--- src/hdl/pam_defs.vh ---
`ifndef PAM_DEFS_VH
`define PAM_DEFS_VH
// ----------------------------------------
// Register byte offsets
// ----------------------------------------
`define PAM_OFS_CODE 8'h00
`define PAM_OFS_STAT 8'h04
`define PAM_OFS_CTRL 8'h08
`define PAM_OFS_CMD 8'h0c
// Control field positions and reset value
`define PAM_CTRL_ACT 0
`define PAM_CTRL_PIN 1
`define PAM_CTRL_POL 2
`define PAM_CTRL_RST 3'h0
// Command field positions
`define PAM_CMD_CLR 0
`define PAM_CMD_RST 1
`define PAM_CMD_PANIC 2
// Status field positions
`define PAM_ST_ACT 0
`define PAM_ST_CUR 1
`define PAM_ST_STOP 2
`define PAM_ST_CLROK 3
// ----------------------------------------
// Alarm codes
// ----------------------------------------
`define PAM_CODE_NONE 8'h00
`define PAM_CODE_OVV 8'h22
`define PAM_CODE_UVV 8'h23
`define PAM_CODE_POSERR 8'h24
`define PAM_CODE_OVC 8'h20
`define PAM_CODE_PANIC 8'h68
`define PAM_CODE_LSLOG 8'h60
`define PAM_CODE_LSREV 8'h61
`define PAM_CODE_HOMEF 8'h62
`define PAM_CODE_HOMENF 8'h63
`define PAM_CODE_TIMS 8'h64
`define PAM_CODE_HWOT 8'h66
`define PAM_CODE_SWOT 8'h67
`define PAM_CODE_OFSLS 8'h6a
`define PAM_CODE_MPAR 8'h70
`define PAM_CODE_SENMV 8'h28
`define PAM_CODE_SEN 8'h42
`define PAM_CODE_START 8'h43
`define PAM_CODE_NVM 8'h41
`define PAM_CODE_SYS 8'hf0
`define PAM_CODE_MEM 8'hf1
`define PAM_CODE_SEQ 8'hf2
// Blink groups; steady lit is its own value
`define PAM_BLK_OFF 4'h0
`define PAM_BLK_3 4'h3
`define PAM_BLK_5 4'h5
`define PAM_BLK_6 4'h6
`define PAM_BLK_7 4'h7
`define PAM_BLK_8 4'h8
`define PAM_BLK_9 4'h9
`define PAM_BLK_ON 4'hf
// System action classes
`define PAM_ACT_CUR 2'h0
`define PAM_ACT_STOP 2'h1
`define PAM_ACT_CFG 2'h2
// Clear classes
`define PAM_CLS_NONE 2'h0
`define PAM_CLS_COND 2'h1
`define PAM_CLS_ALWAYS 2'h2
// ----------------------------------------
// Fault indices, lowest index wins
// ----------------------------------------
`define PAM_NFAULT 21
`define PAM_F_SYS 5'h00
`define PAM_F_MEM 5'h01
`define PAM_F_SEQ 5'h02
`define PAM_F_NVM 5'h03
`define PAM_F_SENMV 5'h04
`define PAM_F_SEN 5'h05
`define PAM_F_START 5'h06
`define PAM_F_OVC 5'h07
`define PAM_F_OVV 5'h08
`define PAM_F_UVV 5'h09
`define PAM_F_POSERR 5'h0a
`define PAM_F_PANIC 5'h0b
`define PAM_F_LSLOG 5'h0c
`define PAM_F_LSREV 5'h0d
`define PAM_F_HOMEF 5'h0e
`define PAM_F_HOMENF 5'h0f
`define PAM_F_TIMS 5'h10
`define PAM_F_OFSLS 5'h11
`define PAM_F_HWOT 5'h12
`define PAM_F_SWOT 5'h13
`define PAM_F_MPAR 5'h14
// ----------------------------------------
// Timing
// ----------------------------------------
`define PAM_CLK_MHZ 200
`define PAM_BLINK_MS 200
`define PAM_GAP_MS 1000
`endif

--- src/hdl/pam_fault_pick.v ---
`timescale 1ns/1ps
`include "pam_defs.vh"
module pam_fault_pick (
    // Pending fault levels
    input wire [`PAM_NFAULT-1:0] fault_vec,
    // Chosen fault and its table entry
    output reg pick_valid,
    output reg [4:0] pick_idx,
    output wire [7:0] pick_code,
    output wire [3:0] pick_blink,
    output wire [1:0] pick_act,
    output wire [1:0] pick_cls
);
    integer i;
    wire [15:0] entry;

    // Table entry: code, blink group, action class, clear class
    function [15:0] fault_entry;
        input [4:0] idx;
        begin
            case (idx)
                `PAM_F_SYS: fault_entry = {`PAM_CODE_SYS, `PAM_BLK_ON, `PAM_ACT_CUR, `PAM_CLS_NONE};
                `PAM_F_MEM: fault_entry = {`PAM_CODE_MEM, `PAM_BLK_ON, `PAM_ACT_CUR, `PAM_CLS_NONE};
                `PAM_F_SEQ: fault_entry = {`PAM_CODE_SEQ, `PAM_BLK_ON, `PAM_ACT_CUR, `PAM_CLS_NONE};
                `PAM_F_NVM: fault_entry = {`PAM_CODE_NVM, `PAM_BLK_9, `PAM_ACT_CUR, `PAM_CLS_NONE};
                `PAM_F_SENMV: fault_entry = {`PAM_CODE_SENMV, `PAM_BLK_8, `PAM_ACT_CUR, `PAM_CLS_NONE};
                `PAM_F_SEN: fault_entry = {`PAM_CODE_SEN, `PAM_BLK_8, `PAM_ACT_CUR, `PAM_CLS_NONE};
                `PAM_F_START: fault_entry = {`PAM_CODE_START, `PAM_BLK_8, `PAM_ACT_CUR, `PAM_CLS_NONE};
                `PAM_F_OVC: fault_entry = {`PAM_CODE_OVC, `PAM_BLK_5, `PAM_ACT_CUR, `PAM_CLS_NONE};
                `PAM_F_OVV: fault_entry = {`PAM_CODE_OVV, `PAM_BLK_3, `PAM_ACT_CUR, `PAM_CLS_COND};
                `PAM_F_UVV: fault_entry = {`PAM_CODE_UVV, `PAM_BLK_3, `PAM_ACT_CUR, `PAM_CLS_COND};
                `PAM_F_POSERR: fault_entry = {`PAM_CODE_POSERR, `PAM_BLK_3, `PAM_ACT_CUR, `PAM_CLS_COND};
                `PAM_F_PANIC: fault_entry = {`PAM_CODE_PANIC, `PAM_BLK_6, `PAM_ACT_CFG, `PAM_CLS_ALWAYS};
                `PAM_F_LSLOG: fault_entry = {`PAM_CODE_LSLOG, `PAM_BLK_7, `PAM_ACT_STOP, `PAM_CLS_ALWAYS};
                `PAM_F_LSREV: fault_entry = {`PAM_CODE_LSREV, `PAM_BLK_7, `PAM_ACT_STOP, `PAM_CLS_ALWAYS};
                `PAM_F_HOMEF: fault_entry = {`PAM_CODE_HOMEF, `PAM_BLK_7, `PAM_ACT_STOP, `PAM_CLS_ALWAYS};
                `PAM_F_HOMENF: fault_entry = {`PAM_CODE_HOMENF, `PAM_BLK_7, `PAM_ACT_STOP, `PAM_CLS_ALWAYS};
                `PAM_F_TIMS: fault_entry = {`PAM_CODE_TIMS, `PAM_BLK_7, `PAM_ACT_STOP, `PAM_CLS_ALWAYS};
                `PAM_F_OFSLS: fault_entry = {`PAM_CODE_OFSLS, `PAM_BLK_7, `PAM_ACT_STOP, `PAM_CLS_ALWAYS};
                `PAM_F_HWOT: fault_entry = {`PAM_CODE_HWOT, `PAM_BLK_7, `PAM_ACT_CFG, `PAM_CLS_ALWAYS};
                `PAM_F_SWOT: fault_entry = {`PAM_CODE_SWOT, `PAM_BLK_7, `PAM_ACT_CFG, `PAM_CLS_ALWAYS};
                `PAM_F_MPAR: fault_entry = {`PAM_CODE_MPAR, `PAM_BLK_7, `PAM_ACT_STOP, `PAM_CLS_ALWAYS};
                default: fault_entry = {`PAM_CODE_NONE, `PAM_BLK_OFF, `PAM_ACT_STOP, `PAM_CLS_NONE};
            endcase
        end
    endfunction

    // Priority scan from the top down so the lowest index is kept
    always @* begin
        pick_valid = 1'b0;
        pick_idx = 5'h00;
        for (i = `PAM_NFAULT - 1; i >= 0; i = i - 1) begin
            if (fault_vec[i]) begin
                pick_valid = 1'b1;
                pick_idx = i[4:0];
            end
        end
    end

    assign entry = fault_entry(pick_idx);
    assign pick_code = entry[15:8];
    assign pick_blink = entry[7:4];
    assign pick_act = entry[3:2];
    assign pick_cls = entry[1:0];
endmodule // pam_fault_pick

--- src/hdl/pam_blink.v ---
`timescale 1ns/1ps
`include "pam_defs.vh"
module pam_blink #(
    parameter [31:0] TICK_CYC = 32'd40000000
) (
    // Clock and reset
    input wire mclk,
    input wire arst_n,
    // Blink group, off, or steady
    input wire [3:0] blink_cnt,
    // Indicator drive
    output reg led_r
);
    // Gap between bursts in blink half periods
    localparam [31:0] GAP_FULL = `PAM_GAP_MS / `PAM_BLINK_MS;
    localparam [4:0] GAP_TICKS = GAP_FULL[4:0];
    reg [31:0] pre_r;
    reg [3:0] cnt_r;
    reg [4:0] ph_r;
    wire tick;
    wire [4:0] last_ph;
    wire [4:0] ph_nxt;
    wire [4:0] burst_len;

    assign tick = (pre_r == TICK_CYC - 32'd1);
    assign burst_len = {cnt_r, 1'b0};
    assign last_ph = burst_len + GAP_TICKS - 5'h01;
    assign ph_nxt = (ph_r == last_ph) ? 5'h00 : ph_r + 5'h01;

    // Prescaler, phase walk and indicator level
    always @(posedge mclk or negedge arst_n) begin
        if (!arst_n) begin
            pre_r <= 32'h0;
            cnt_r <= `PAM_BLK_OFF;
            ph_r <= 5'h00;
            led_r <= 1'b0;
        end else if (blink_cnt != cnt_r) begin
            // New group restarts the burst at once, so counting starts clean
            cnt_r <= blink_cnt;
            pre_r <= 32'h0;
            ph_r <= 5'h00;
            led_r <= (blink_cnt != `PAM_BLK_OFF);
        end else if (cnt_r == `PAM_BLK_OFF || cnt_r == `PAM_BLK_ON) begin
            // Dark or steady: no pattern to walk
            pre_r <= 32'h0;
            led_r <= (cnt_r == `PAM_BLK_ON);
        end else if (tick) begin
            // Even phases inside the burst are lit, then a long dark gap
            pre_r <= 32'h0;
            ph_r <= ph_nxt;
            led_r <= (ph_nxt < burst_len) && !ph_nxt[0];
        end else begin
            pre_r <= pre_r + 32'h1;
        end
    end
endmodule // pam_blink

--- src/hdl/pam_alarm_mgr.v ---
// Local design decisions: the register addresses and the strobed register port.
`timescale 1ns/1ps
`include "pam_defs.vh"
module pam_alarm_mgr #(
    // Blink half period in clock cycles
    parameter [31:0] BLINK_CYC = `PAM_BLINK_MS * `PAM_CLK_MHZ * 1000
) (
    // Clock and reset
    input wire mclk,
    input wire arst_n,

    // Register port
    input wire [7:0] reg_addr,
    input wire [31:0] reg_wdata,
    input wire reg_wr,
    input wire reg_rd,
    output reg [31:0] reg_rdata,

    // Supply and drive detectors
    input wire flt_over_volt,
    input wire flt_under_volt,
    input wire flt_pos_err,
    input wire flt_over_curr,

    // Stop and travel limit signals
    input wire panic_stop_input,
    input wire lim_pos,
    input wire lim_neg,
    input wire soft_limit_out,

    // Homing sequence status
    input wire homing_active,
    input wire homing_dir_pos,
    input wire home_unstable,
    input wire origin_switch_not_found,
    input wire timing_position_missing,
    input wire offset_move_active,

    // Motion and feedback faults
    input wire motion_param_err,
    input wire sens_err_moving,
    input wire sens_fault,
    input wire startup_motion,

    // Internal integrity faults
    input wire nvm_corrupt,
    input wire sys_state_err,
    input wire mem_access_err,
    input wire seq_code_err,

    // Alarm outputs
    output reg motor_current_off,
    output reg motion_stop,
    output reg alarm_out,
    output wire alarm_led,
    output reg [7:0] alarm_code
);
    // ----------------------------------------
    // Declarations
    // ----------------------------------------
    reg active_r;             // An alarm is latched
    reg [4:0] idx_r;          // Index of the latched fault
    reg [3:0] blink_r;        // Blink group of the latched fault
    reg [1:0] act_r;          // Action class of the latched fault
    reg [1:0] cls_r;          // Clear class of the latched fault
    reg [2:0] ctrl_r;         // Action setting, pin assign, polarity
    wire [`PAM_NFAULT-1:0] fault_vec;

    // Highest ranked pending fault
    wire pend_valid;
    wire [4:0] pend_idx;
    wire [7:0] pend_code;
    wire [3:0] pend_blink;
    wire [1:0] pend_act;
    wire [1:0] pend_cls;

    // Command strobes
    wire cmd_hit;
    wire cmd_clear;
    wire cmd_reset;
    wire cmd_panic;

    // Limit helpers
    wire lim_any;
    wire lim_both;

    // Clear terms
    wire cond_gone;
    wire clear_ok;
    wire leave;

    // Next output values
    wire cur_nxt;
    wire stop_nxt;
    wire alarm_nxt;
    wire [3:0] blink_nxt;

    // Read mux
    reg [31:0] rdata_nxt;

    // ----------------------------------------
    // Command decode
    // ----------------------------------------
    // Commands are one-shot strobes taken from a write to the command word
    // Several bits in one write act together
    assign cmd_hit = reg_wr && (reg_addr == `PAM_OFS_CMD);
    assign cmd_clear = cmd_hit && reg_wdata[`PAM_CMD_CLR];
    assign cmd_reset = cmd_hit && reg_wdata[`PAM_CMD_RST];
    assign cmd_panic = cmd_hit && reg_wdata[`PAM_CMD_PANIC];

    // ----------------------------------------
    // Fault conditions
    // ----------------------------------------
    assign lim_any = lim_pos || lim_neg;
    assign lim_both = lim_pos && lim_neg;

    // Internal integrity faults
    assign fault_vec[`PAM_F_SYS] = sys_state_err;
    assign fault_vec[`PAM_F_MEM] = mem_access_err;
    assign fault_vec[`PAM_F_SEQ] = seq_code_err;
    assign fault_vec[`PAM_F_NVM] = nvm_corrupt;

    // Feedback and start-up faults
    assign fault_vec[`PAM_F_SENMV] = sens_err_moving;
    assign fault_vec[`PAM_F_SEN] = sens_fault;
    assign fault_vec[`PAM_F_START] = startup_motion;

    // Power stage faults
    assign fault_vec[`PAM_F_OVC] = flt_over_curr;
    assign fault_vec[`PAM_F_OVV] = flt_over_volt;
    assign fault_vec[`PAM_F_UVV] = flt_under_volt;
    assign fault_vec[`PAM_F_POSERR] = flt_pos_err;

    // Panic stop from the pin or from the command word
    assign fault_vec[`PAM_F_PANIC] = panic_stop_input || cmd_panic;

    // Limit logic: both at once outranks every other limit case
    assign fault_vec[`PAM_F_LSLOG] = lim_both;

    // Limit on the side away from the homing direction
    assign fault_vec[`PAM_F_LSREV] = homing_active &&
        (homing_dir_pos ? lim_neg : lim_pos);
    // Homing steps count only while homing runs
    assign fault_vec[`PAM_F_HOMEF] = homing_active && home_unstable;
    assign fault_vec[`PAM_F_HOMENF] = homing_active &&
        origin_switch_not_found;
    assign fault_vec[`PAM_F_TIMS] = homing_active &&
        timing_position_missing;
    // Any limit during the offset move
    assign fault_vec[`PAM_F_OFSLS] = offset_move_active && lim_any;

    // Plain overtravel only when no homing step owns the limit
    assign fault_vec[`PAM_F_HWOT] = !homing_active && !offset_move_active &&
        lim_any;
    // Software limit and parameter faults
    assign fault_vec[`PAM_F_SWOT] = soft_limit_out;
    assign fault_vec[`PAM_F_MPAR] = motion_param_err;

    // ----------------------------------------
    // Priority pick and alarm table
    // ----------------------------------------
    // Lowest index wins when faults rise together
    pam_fault_pick u_pick (
        .fault_vec(fault_vec),
        .pick_valid(pend_valid),
        .pick_idx(pend_idx),
        .pick_code(pend_code),
        .pick_blink(pend_blink),
        .pick_act(pend_act),
        .pick_cls(pend_cls)
    );

    // ----------------------------------------
    // Clear qualification
    // ----------------------------------------
    // The latched fault's own source must be quiet for a conditional clear
    assign cond_gone = !fault_vec[idx_r];

    // Unclearable classes simply never qualify
    assign clear_ok = active_r && ((cls_r == `PAM_CLS_ALWAYS) ||
        ((cls_r == `PAM_CLS_COND) && cond_gone));

    // System reset ends any alarm, clear only a qualified one
    assign leave = cmd_reset || (cmd_clear && clear_ok);

    // ----------------------------------------
    // Alarm latch
    // ----------------------------------------
    // The first alarm is held; later faults do not overwrite it.
    // A fault pending in the very cycle of a clear is latched at once,
    // so an event never slips through the clear.
    always @(posedge mclk or negedge arst_n) begin
        if (!arst_n) begin
            // Nothing held after power-up
            active_r <= 1'b0;
            idx_r <= 5'h00;
            alarm_code <= `PAM_CODE_NONE;
            blink_r <= `PAM_BLK_OFF;
            act_r <= `PAM_ACT_STOP;
            cls_r <= `PAM_CLS_NONE;
        end else if (!active_r || leave) begin
            // Idle, or leaving at this edge: free to take a fault
            if (pend_valid) begin
                // Take the highest ranked pending fault
                active_r <= 1'b1;
                idx_r <= pend_idx;
                alarm_code <= pend_code;
                blink_r <= pend_blink;
                act_r <= pend_act;
                cls_r <= pend_cls;
            end else begin
                // Idle: code zero, indicator dark
                active_r <= 1'b0;
                idx_r <= 5'h00;
                alarm_code <= `PAM_CODE_NONE;
                blink_r <= `PAM_BLK_OFF;
                act_r <= `PAM_ACT_STOP;
                cls_r <= `PAM_CLS_NONE;
            end
        end
    end

    // ----------------------------------------
    // System action
    // ----------------------------------------
    // Current off also stops motion, since nothing can move without torque
    assign cur_nxt = active_r && ((act_r == `PAM_ACT_CUR) ||
        ((act_r == `PAM_ACT_CFG) && ctrl_r[`PAM_CTRL_ACT]));
    // Every alarm stops motion and sequence processing
    assign stop_nxt = active_r;

    // Alarm pin stays low unless the function is assigned, whatever the polarity bit
    assign alarm_nxt = ctrl_r[`PAM_CTRL_PIN] &&
        (active_r ^ ctrl_r[`PAM_CTRL_POL]);

    // Action outputs follow the latch one cycle later
    always @(posedge mclk or negedge arst_n) begin
        if (!arst_n) begin
            // Outputs idle while reset is held
            motor_current_off <= 1'b0;
            motion_stop <= 1'b0;
            alarm_out <= 1'b0;
        end else begin
            motor_current_off <= cur_nxt;
            motion_stop <= stop_nxt;
            alarm_out <= alarm_nxt;
        end
    end

    // ----------------------------------------
    // Indicator
    // ----------------------------------------
    // Group as it stands after this edge, so lamp and code change together
    assign blink_nxt = (!active_r || leave) ?
        (pend_valid ? pend_blink : `PAM_BLK_OFF) : blink_r;

    // Group number drives the burst length; steady and dark are coded apart
    pam_blink #(
        .TICK_CYC(BLINK_CYC)
    ) u_blink (
        .mclk(mclk),
        .arst_n(arst_n),
        .blink_cnt(blink_nxt),
        .led_r(alarm_led)
    );

    // ----------------------------------------
    // Control register
    // ----------------------------------------
    // Action setting is read live, so a change applies to a held alarm
    always @(posedge mclk or negedge arst_n) begin
        if (!arst_n) begin
            ctrl_r <= `PAM_CTRL_RST;
        end else if (reg_wr && (reg_addr == `PAM_OFS_CTRL)) begin
            // Only the three defined bits are kept
            ctrl_r <= reg_wdata[2:0];
        end
    end

    // ----------------------------------------
    // Read path
    // ----------------------------------------
    // Unmapped offsets and the write-only command word read as zero
    always @* begin
        rdata_nxt = 32'h0;
        case (reg_addr)
            `PAM_OFS_CODE: begin
                rdata_nxt[7:0] = alarm_code;
            end

            `PAM_OFS_STAT: begin
                rdata_nxt[`PAM_ST_ACT] = active_r;
                rdata_nxt[`PAM_ST_CUR] = motor_current_off;
                rdata_nxt[`PAM_ST_STOP] = motion_stop;
                rdata_nxt[`PAM_ST_CLROK] = clear_ok;
            end

            `PAM_OFS_CTRL: begin
                rdata_nxt[2:0] = ctrl_r;
            end

            default: begin
                rdata_nxt = 32'h0;
            end
        endcase
    end

    // Read data stand only in the cycle after the strobe
    always @(posedge mclk or negedge arst_n) begin
        if (!arst_n) begin
            reg_rdata <= 32'h0;
        end else if (reg_rd) begin
            // Sample the mux in the strobe cycle
            reg_rdata <= rdata_nxt;
        end else begin
            // Idle bus reads as zero
            reg_rdata <= 32'h0;
        end
    end
endmodule // pam_alarm_mgr

--- config.mk ---
export PLATFORM = sky130hd
export DESIGN_NAME = pam_alarm_mgr
export DESIGN_NICKNAME = d
export VERILOG_FILES = /design/src/hdl/pam_fault_pick.v /design/src/hdl/pam_blink.v /design/src/hdl/pam_alarm_mgr.v
export VERILOG_INCLUDE_DIRS = /design/src /design/src/hdl
export SDC_FILE = /design/constraint.sdc
export NUM_CORES = 1
export LEC_CHECK = 0
export ABC_AREA = 1
export BUFFER_PORTS_ARGS = -buffer_cell sky130_fd_sc_hd__buf_2
export CAP_MARGIN = 40
export CORE_MARGIN = 5
export CORE_UTILIZATION = 25
export CTS_CLUSTER_SIZE = 30
export DETAILED_ROUTE_END_ITERATION = 8
export PLACE_DENSITY = 0.41
export SLEW_MARGIN = 20
export SYNTH_ARGS = -nofsm -noshare
export SYNTH_HDL_FRONTEND = slang
export SYNTH_SLANG_ARGS = --single-unit
--- constraint.sdc ---
create_clock -name mclk -period 2.8 [get_ports mclk]
set_input_delay 0.28 -clock mclk [delete_from_list [all_inputs] [get_ports mclk]]
set_output_delay 0.28 -clock mclk [all_outputs]
set_load 0.01 [all_outputs]
## Word level (Yosys, flattened, before mapping)

Memories as Yosys holds them, arrays and structs flattened.
Index checks and enable logic that the tools add are counted.
W data, S select, Z words.

| storage, ports and cells | value |
|---|---|
| latch bits | 0 |
| memories kept | 1 |
| bits in writable memories | 0 |
| register bits after elaboration | 102 |
| output and inout port bits | 44 |
| bits in read-only memories | 512 |

| cells by class | value |
|---|---|
| add/sub/neg operators | 4 |
| equal/unequal tests | 11 |
| reductions and logical operators | 39 |
| shift operators | 0 |
| bitwise gates (word level) | 1 |
| muxes and demuxes | 66 |
| multiply operators | 0 |
| $lt $le $gt $ge | 2 |
| div/mod/pow operators | 0 |

Memories:

| name | depth | width | read ports | clocked after memory_dff | wr ports | line | text |
|---|---|---|---|---|---|---|---|
| (no name shown) | 32 | 16 | 1 | 0 | 0 | pam_fault_pick.v:21 | `case (idx)` |

Operators with widths:

| operator | count |
|---|---|
| $mux W5 | 26 |
| $mux W32 | 3 |
| $add A32 B1 Y32 const B | 1 |
| $eq A32 B26 Y1 const B | 1 |
| $mux W1 | 27 |
| $logic_and A1 B1 Y1 | 20 |
| $eq A8 B4 Y1 const B | 2 |
| $mux W8 | 2 |
| $mux W4 | 3 |
| $pmux W3 S3 | 1 |
| $eq A8 B3 Y1 const B | 1 |
| $logic_not A8 Y1 | 1 |
| $logic_or A1 B1 Y1 | 7 |
| $lt A5 B6 Y1 const B | 1 |
| $add A5 B1 Y5 const B | 1 |
| $add A5 B3 Y5 const B | 1 |
| $bmux W1 S5 | 1 |
| $eq A5 B5 Y1 | 1 |
| $logic_not A1 Y1 | 5 |
| $lt A5 B5 Y1 | 1 |
| $sub A5 B1 Y5 const B | 1 |
| $eq A2 B2 Y1 const B | 2 |
| $eq A4 B4 Y1 const B | 1 |
| $logic_not A4 Y1 | 1 |
| 11 further kinds | 12 |

## Depth between registers and ports, before layout

Gate-level depths: netlist of run 1.
An unclocked memory read counts as a cell.

| logic depth | value |
|---|---|
| word-level depth | 28 |
| mapped depth | 38 |
| mapped depth without buffers | 37 |

## Modules after synthesis

Synthesis of run 1 repeated with hierarchy kept, for this count alone.

| second synthesis, totals | value |
|---|---|
| cells, all modules | 789 |
| area, all modules | 5,731.7 sq um |

By module, submodules not included:

| module | area an instance (sq um) | seq. area each (sq um) | instances | cells an instance |
|---|---|---|---|---|
| pam_blink | 2,681.3 | 1,051.0 | 1 | 341 |
| pam_alarm_mgr | 2,288.4 | 902.1 | 1 | 313 |
| pam_fault_pick | 762.0 | 0.0 | 1 | 135 |

## Worst setup path after synthesis of run 1

OpenSTA, ideal clock, no wires.

| path | value |
|---|---|
| kind | input to register |
| from | input lim_pos |
| to | register u_blink.led_r |
| slack | -175 ps |
| cell stages on the path | 35 |
| arrival | 2,858 ps |
| buffers on the path | 1 |
| cells stage by stage | inv_1 > nand2_1 > nand2_1 > a21oi_1 > a21oi_1 > o21ai_0 > nand2_1 > nand2_1 > nand2_1 > nand2_1 > nand2_1 > nand2_1 > nand2_1 > nand2_1 > nand2_1 > nand2_1 > nand2_1 > nand2_1 > nand2_1 > inv_1 > ha_1 > nand3_1 > nand2_1 > nor2_2 > nor3_2 > nand2_2 > nand3_1 > nand2_2 > nor2_4 > nand2_4 > inv_4 > nand2_4 > buf_8 > nand2_1 > nand2_1 |

| on the way | value |
|---|---|
| cells in the longest elaborated chain, start to end | 26 |

RTL lines:

| item | line | text |
|---|---|---|
| start, declared | pam_alarm_mgr.v:27 | `input wire lim_pos,` |
| $logic_or A1 B1 Y1 | pam_alarm_mgr.v:114 | `assign lim_any = lim_pos \|\| lim_neg;` |
| $logic_and A1 B1 Y1 | pam_alarm_mgr.v:153 | `` assign fault_vec[`PAM_F_HWOT] = !homing_active && !offset_move_active && `` |
| $mux W5 (19 in series) | pam_fault_pick.v:53 | `if (fault_vec[i]) begin` |
| $mem_v2 Z32 W16 | -- |  |
| $mux W4 | -- |  |
| $mux W4 * | -- |  |
| $ne A4 B4 Y1 / $reduce_bool A4 Y1 (equally long branches) | -- |  |
| $reduce_bool A3 Y1 (no source line) / $mux W1 (equally long branches) | -- |  |
| end signal, assigned | pam_blink.v:42 | `` led_r <= (blink_cnt != `PAM_BLK_OFF); `` |
| end signal, assigned | pam_blink.v:46 | `` led_r <= (cnt_r == `PAM_BLK_ON); `` |
| end signal, assigned | pam_blink.v:51 | `led_r <= (ph_nxt < burst_len) && !ph_nxt[0];` |
| end, declared | pam_blink.v:12 | `output reg led_r` |

Every way passes the cells marked *; elsewhere a longest branch is shown, timed or not. The select of a mux whose other input is x is not followed.
A chain may end at the register's enable or synchronous reset.

## Worst setup path after layout of run 1

| path | value |
|---|---|
| from | input reg_addr[0] |
| to | register u_blink.pre_r[10] |

| on the way | value |
|---|---|
| cells in the longest elaborated chain, start to end | 21 |

RTL lines:

| item | line | text |
|---|---|---|
| start, declared | pam_alarm_mgr.v:13 | `input wire [7:0] reg_addr,` |
| $eq A8 B4 Y1 (no source line) * | -- |  |
| $logic_and A1 B1 Y1 * | pam_alarm_mgr.v:106 | `` assign cmd_hit = reg_wr && (reg_addr == `PAM_OFS_CMD); `` |
| $logic_and A1 B1 Y1 | pam_alarm_mgr.v:109 | `` assign cmd_panic = cmd_hit && reg_wdata[`PAM_CMD_PANIC]; `` |
| $logic_or A1 B1 Y1 | pam_alarm_mgr.v:135 | `` assign fault_vec[`PAM_F_PANIC] = panic_stop_input \|\| cmd_panic; `` |
| $mux W5 (12 in series) | pam_fault_pick.v:53 |  |
| $mem_v2 Z32 W16 | -- |  |
| $mux W4 | -- |  |
| $mux W4 * | -- |  |
| $ne A4 B4 Y1 * | pam_blink.v:37 | `end else if (blink_cnt != cnt_r) begin` |
| $mux W32 * | pam_blink.v:37 |  |
| end signal, assigned | pam_blink.v:53 | `pre_r <= pre_r + 32'h1;` |
| end, declared | pam_blink.v:17 | `reg [31:0] pre_r;` |

Marked as above.

==> impl_metrics.toml, run 1 <==
[outcome]
run_status = "finished, violations left"
failed_checks = "negative setup slack"

[routing]
ant_nets = 0
drt-total-wl_mm = 13.4
vias = 4578
drtIter0Drc = 194
remaining_drc_errors = 0
viasPerCell = 4.30
dr.pass1.iters = 4
wl_per_cell_um = 12.6

[sta]
slew_headroom = 0.633
fin_crit_sh = 1.00
drv_slew = 0
fin_hold_ws_ps = 207
worst_pin_slew_ps = 546
fmax_mhz = 356
setup_slack_ps = -9.67
fin_crit_ps = 2810
final_hold_viol_count = 0
grt_setup_unrepaired = "true"
finalClockSkew_ps = 11.2
setup_viol = 1

[pwr]
peakVddDrop_v = 0.000243
power.leakage_nw = 3.21
power_density_nw_per_um2 = 428

[worst_setup_path]
ff2ff_path_depth = 18
critPathArrivalTime_ps = 3080
start_kind = "input pin"
cp_num_buf_inv = 5
critical_path_class = "in -> reg"
ff2ff_setup_slack_ps = 140
critPathTopFamily = "simple AND/OR/NAND/NOR gates"
critPathMaxStageDelay_ps = 190
r2r_start = "u_blink.pre_r[2]"
crit_top_cell = "nand2_2"
crit_slowest_cell = "o211ai_1"
crit_fanout = 8
cp-end-kind = "flop"
critPathRequiredTime_ps = 3070
r2r-end = "u_blink.pre_r[31]"

[synth]
synthCells = 648
avgSynthCellArea_um2 = 7.83
yosys.area.top_type = "dfrtp_1"
ys_warn_count = 0
syn-cell-area_um2 = 5070
ys_seq_area_frac = 0.385
synth.distinct_cells = 50
synth.top_cell.area_share = 0.380
synth_most_common_cell = "nand2_1"
async_reset_ff_frac = 1.00
ys.flop_type = "dfrtp_1"
netlist_top_cells_count = "nand2_1 (115), inv_1 (92), dfrtp_1 (77), nor2_1 (66), nand3_1 (37)"
synthTopCellsByArea = "dfrtp_1 (38%), nand2_1 (8.5%), inv_1 (6.8%)"
synth-edff-count = 0
postSynthRegisterBits = 78

[cells_and_area]
area.growth.synth_to_final_pct = 35.8
n_fill_cell = 2112
seqCellArea_um2 = 1960
n_antenna_cell = 0
final_core_util = 0.343
fin_area_um2 = 6890
fin_cells = 1064
nNetsFinal = 868
multi_input_area_um2 = 2880
drive_above_1_share = 0.365

[floorplan]
die_x_um = 152
core_area_um2 = 20100
rows = 52
die_h_um = 152
start_util = 0.252
die_area_um2 = 23200
io_pins = 110

[worst_hold_path]
hold_path_end = "ctrl_r[1]"
holdCritPathClass = "in -> reg"
min_from = "reg_wdata[1]"
hold_depth = 2

[clock_tree]
cts_tree = "built"
clockBufferDepth = 2
cts.clk_slew.worst_paths_ps = 60
worstSkewPairLatency_ps = 340
root_buffer = "clkbuf_16"
ctsHtreeMaxLevel = 3
numCtsBuffers = 9
cts.sinks = 78

[global_routing]
grt_max_degree = 41
grtUsageMet1 = 0.159
grt_usage = 0.116
grt_pass1_vias = 4538
grt_pass1_wl_mm = 22.5
grtUsageMet3 = 0.0241
grt_remaining_overflow = 0
grtUsageMet2 = 0.184
busiest_layer = "met2"
antenna_found_initial = 0

[placed_design]
place_area_um2 = 6160
post-place-ws_ps = -564
hpwl_mm = 10.4
placed_cells = 1032
gp_congestion = 0.816
port-buffer-count = 56

[run]
cap_viol_max_count = 0
==> flip-flops by register name, indices dropped and copies added (netlist names), 2 cells and up <==
register / cells
act_r: 2
blink_r: 4
u_blink.pre_r: 32
u_blink.ph_r: 5
reg_rdata: 8
alarm_code: 8
u_blink.cnt_r: 4
ctrl_r: 3
cls_r: 2
idx_r: 5
==> logic make-up after synthesis <==
logic type,after synthesis,share of synthesized area
buf+inv,136,0.128
simple gates,305,0.298
mux,4,0.00838
xor+xnor,29,0.0501
fa+ha+maj,13,0.0321
flops,78,0.385
compound gates,82,0.0984
other cells,1,0.000739
==> placed cells by master, fill, tap and decap left out, types with 9 or more instances in the layout <==
cell type | netlist | layout
nand2_1 | 115 | 97
inv_1 | 92 | 82
buf_4 | 25 | 78
dfrtp_1 | 77 | 75
buf_2 | 0 | 51
nor2_1 | 66 | 46
nand3_1 | 37 | 33
nand2_2 | 15 | 29
nor2_2 | 22 | 29
o21ai_0 | 31 | 28
conb_1 | 1 | 24
xor2_1 | 21 | 21
a21oi_1 | 22 | 20
nor2_4 | 5 | 18
inv_2 | 8 | 13
nand4_1 | 12 | 12
ha_1 | 13 | 10
nand3_2 | 7 | 9
clkbuf_16 | 0 | 9
==> cell type report <==
cell class,count,area share
clock buffers,12,0.0372
clock inverters,4,0.00654
inverters,103,0.0594
multi-input cells,458,0.417
flip-flops and latches,78,0.284
well taps,270,0.0490
repair buffers,139,0.147
==> metal layers <==
metal	share of wire	vias up
met5	0	-
met4	0.012	0
met3	0.032	12
met2	0.46	70
met1	0.49	2175
li1	-	2321
==> where the power goes <==
part	internal [mW]	total (mW)	switching (mW)	leakage [nW]
combinational	0.238	0.563	0.325	2.05
sequential	1.16	1.18	0.0247	1.01
clock	0.735	1.20	0.467	0.152
total	2.13	2.95	0.817	3.21
==> what timing repair did <==
item / CTS / global route
gates cloned: 2 / 0
buffers inserted: 5 / 7
endpoints found under the hold margin: 37 / 0
setup endpoints to repair: 38 / 47
hold buffers: 1 / 0
pin swaps: 11 / 31
gates resized for setup: 19 / 66
==> stage by stage <==
stage               power [mW]  TNS, ps
floorplan                 1.49     -314
global placement          1.67   -19970
detailed placement        1.67   -19510
CTS                       2.96        0
global route              3.09    -7700
finish                    2.95    -9.67
==> how the worst max path moves through the flow <==
stage	start	to	slack, ps	cells past startpoint
finish	reg_addr[0]	u_blink.pre_r[10]	-10	27
global route	reg_addr[0]	u_blink.pre_r[10]	-270	36
CTS	homing_active	u_blink.pre_r[30]	6	36
detailed placement	homing_active	u_blink.pre_r[10]	-560	28
global placement	homing_active	u_blink.pre_r[4]	-570	28
floorplan	reg_addr[4]	u_blink.led_r	-60	34
Note: power is estimated with default switching activity, not from simulation.
==> run 2, diff against run 1 <==
--- a/config.mk
+++ b/config.mk
@@ -6,7 +6,6 @@
 export SDC_FILE = /design/constraint.sdc
 export NUM_CORES = 1
 export LEC_CHECK = 0
-export ABC_AREA = 1
 export BUFFER_PORTS_ARGS = -buffer_cell sky130_fd_sc_hd__buf_2
 export CAP_MARGIN = 40
 export CORE_MARGIN = 5
==> run 2 against run 1 <==
Effect of this change:
- the run still ends with negative setup slack left
- non-clock buffer count is 31 higher
- final cell count is 8.2% lower
- wire length is 6.2% higher
- area after synthesis hardly changed
- worst setup slack worse by 560 ps
- worst hold slack better by 1.0 ps
- cell area is 2.3% higher
- sequential power hardly changed
- maximum frequency is 17% lower
- core utilization is 0.80 points higher
- clock power is 4% lower
- first-iteration DRC count is 0.52% higher
- critical path type unchanged
==> impl_metrics.toml, run 2 <==
[outcome]
run_status = "finished, violations left"
failed_checks = "negative setup slack"

[global_routing]
grt_usage = 0.119
grt_pass1_wl_mm = 23.3
grt_max_degree = 55
antenna_found_initial = 0
grt_remaining_overflow = 0
grt_pass1_vias = 4505

[synth]
ys.flop_type = "dfrtp_1"
ys_seq_area_frac = 0.385
synthTopCellsByArea = "dfrtp_1 (38%), xnor2_1 (4.7%), and2_1 (4.6%)"
synth.distinct_cells = 73
synth_most_common_cell = "dfrtp_1"
ys_warn_count = 0
async_reset_ff_frac = 1.00
syn-cell-area_um2 = 5070
synth.top_cell.area_share = 0.380
postSynthRegisterBits = 78
netlist_top_cells_count = "dfrtp_1 (77), nor2_1 (44), nand2_1 (39), and2_1 (37), xnor2_1 (27)"
yosys.area.top_type = "dfrtp_1"
synth-edff-count = 0
avgSynthCellArea_um2 = 9.39
synthCells = 540

[worst_setup_path]
critical_path_class = "in -> reg"
crit_slowest_cell = "or3b_4"
ff2ff_path_depth = 11
startpoint = "lim_neg"
critPathArrivalTime_ps = 3640
crit_chain = "buf_6 -> or3b_4 -> a21oi_2 -> o311ai_1 -> a31oi_1 -> o21bai_1 -> a21oi_1 -> o21bai_2 -> a221oi_4 -> buf_6 -> inv_4 -> ha_4 -> nand2_4 -> and3_4 -> a221oi_2 -> mux2_4 -> xor2_4 -> nor4_4 -> buf_6 -> clkbuf_16 -> and2_1"
start_kind = "input pin"
crit_top_cell = "buf_6"
cp-end-kind = "flop"
critPathRequiredTime_ps = 3070
crit_fanout = 16
critPathMaxStageDelay_ps = 390
r2r_start = "idx_r[2]"

[floorplan]
io_pins = 110
start_util = 0.252
rows = 52
die_x_um = 152
die_area_um2 = 23200
core_area_um2 = 20100
die_h_um = 152

[sta]
final_hold_viol_count = 0
fin_crit_ps = 3370
fmax_mhz = 297
finalClockSkew_ps = 7.30
setup_slack_ps = -566
drv_slew = 0
worst_pin_slew_ps = 529
grt_setup_unrepaired = "true"
setup_viol = 40
slew_headroom = 0.645
fin_crit_sh = 1.20

[clock_tree]
cts.clk_slew.worst_paths_ps = 60
cts_tree = "built"
root_buffer = "clkbuf_16"
worstSkewPairLatency_ps = 340
ctsHtreeMaxLevel = 3
clockBufferDepth = 2
numCtsBuffers = 9
cts.sinks = 78

[cells_and_area]
drive_above_1_share = 0.364
final_common_cell = "buf_4"
multi_input_area_um2 = 3140
n_fill_cell = 2084
reg_top3 = "u_blink.pre_r x32, alarm_code x8, reg_rdata x8"
fin_cells = 977
area.growth.synth_to_final_pct = 39.1
final_cell_mix = "buf_4 (97), dfrtp_1 (77), buf_2 (52), nor2_1 (43), nand2_1 (38)"
largest_reg_flops = 32
largest_register = "u_blink.pre_r"
n_antenna_cell = 0
nNetsFinal = 781
seqCellArea_um2 = 1950

[pwr]
internal_power_mw = 2.09
clockPowerShare = 0.406
sequentialPowerShare = 0.417
peakVddDrop_v = 0.000260
netSwitchingFraction = 0.261
p_sw_uw = 735
power.leakage_nw = 3.13
totalPowerFinal_mw = 2.82
power_density_nw_per_um2 = 400
p_comb_frac = 0.177

[routing]
drtIter0Drc = 195
drt-total-wl_mm = 14.2
wl_met3_um = 531
ant_nets = 0
highest_layer = "met4"
dr.pass1.iters = 4
remaining_drc_errors = 0
drt-met1-wl_mm = 6.98
wl_per_cell_um = 14.5
vias = 4391
dr_wl_met2_mm = 6.56
viasPerCell = 4.49

[placed_design]
gp_congestion = 0.848
port-buffer-count = 56
placed_cells = 940
hpwl_mm = 10.8

[run]
cap_viol_max_count = 0

[worst_hold_path]
hold_depth = 2
min_from = "reg_wdata[0]"
holdCritPathClass = "in -> reg"
run 2: logic make-up after synthesis:
family | Yosys count | synth area share
AO/OA/AOI/OAI | 97 | 0.132
AND/OR/NAND/NOR | 230 | 0.254
XOR/XNOR | 41 | 0.0723
buffers and inverters | 55 | 0.0654
other | 1 | 0.000740
multiplexers | 25 | 0.0580
flip-flops | 78 | 0.385
adder cells (fa/ha/maj) | 13 | 0.0321
run 2: cell type report:
class / count / area share
Timing Repair Buffer: 170 / 0.181
Inverter: 13 / 0.00727
Sequential cell: 78 / 0.277
Multi-Input combinational cell: 430 / 0.446
Clock inverter: 6 / 0.00887
Clock buffer: 10 / 0.0325
Tap cell: 270 / 0.0479
run 2: final timing paths:
check	end	slack, ps
max in group asynchronous	blink_r[2]	1810
worst max-delay path	u_blink.pre_r[3]	-570
worst min register to register	act_r[0]	510
worst min-delay path	ctrl_r[0]	210
worst max register to register	u_blink.pre_r[3]	-380
min in group asynchronous	reg_rdata[0]	410
run 2: metal layers:
metal | track usage | vias to the layer above
li1 | - | 2195
met1 | 0.168 | 2101
met2 | 0.191 | 83
met3 | 0.0250 | 12
met4 | 0.0227 | 0
met5 | 0 | -
run 2: repair_timing:
action | CTS | global route
pin swaps | 9 | 6
setup buffers | 20 | 6
endpoints found under the hold margin | 23 | 0
setup endpoints to repair | 40 | 48
hold buffers | 1 | 0
gates resized for setup | 27 | 43
gates cloned | 0 | 2
run 2: stage by stage:
stage	setup WS (ps)	area (um^2)	util	hold WS (ps)	TNS (ps)
2_1_floorplan	-670	5200	-	-15.6	-24400
4_1_cts	-497	6840	0.340	193	-17540
6_report	-566	7050	0.351	208	-20360
3_3_place_gp	-935	6240	0.310	472	-37760
3_5_place_dp	-986	6270	0.312	220	-39830
5_1_grt	-763	7050	0.351	215	-28800
run 2: power by group through the flow:
stage,combinational (mW),sequential (mW),clock (mW)
floorplan,0.220,1.19,0
global placement,0.403,1.20,0
detailed placement,0.410,1.20,0
CTS,0.452,1.18,1.20
global route,0.547,1.18,1.23
finish,0.499,1.18,1.15
run 2: worst max-delay path, delay by kind of cell:
kind                       cells  cell delay (ps)
buffers and inverters          5              640
AOI/OAI and AO/OA              8             1090
xor gates and xnor gates       1              170
muxes                          1              310
and+or+nand+nor                5             1000
adders and majority gates      1              160
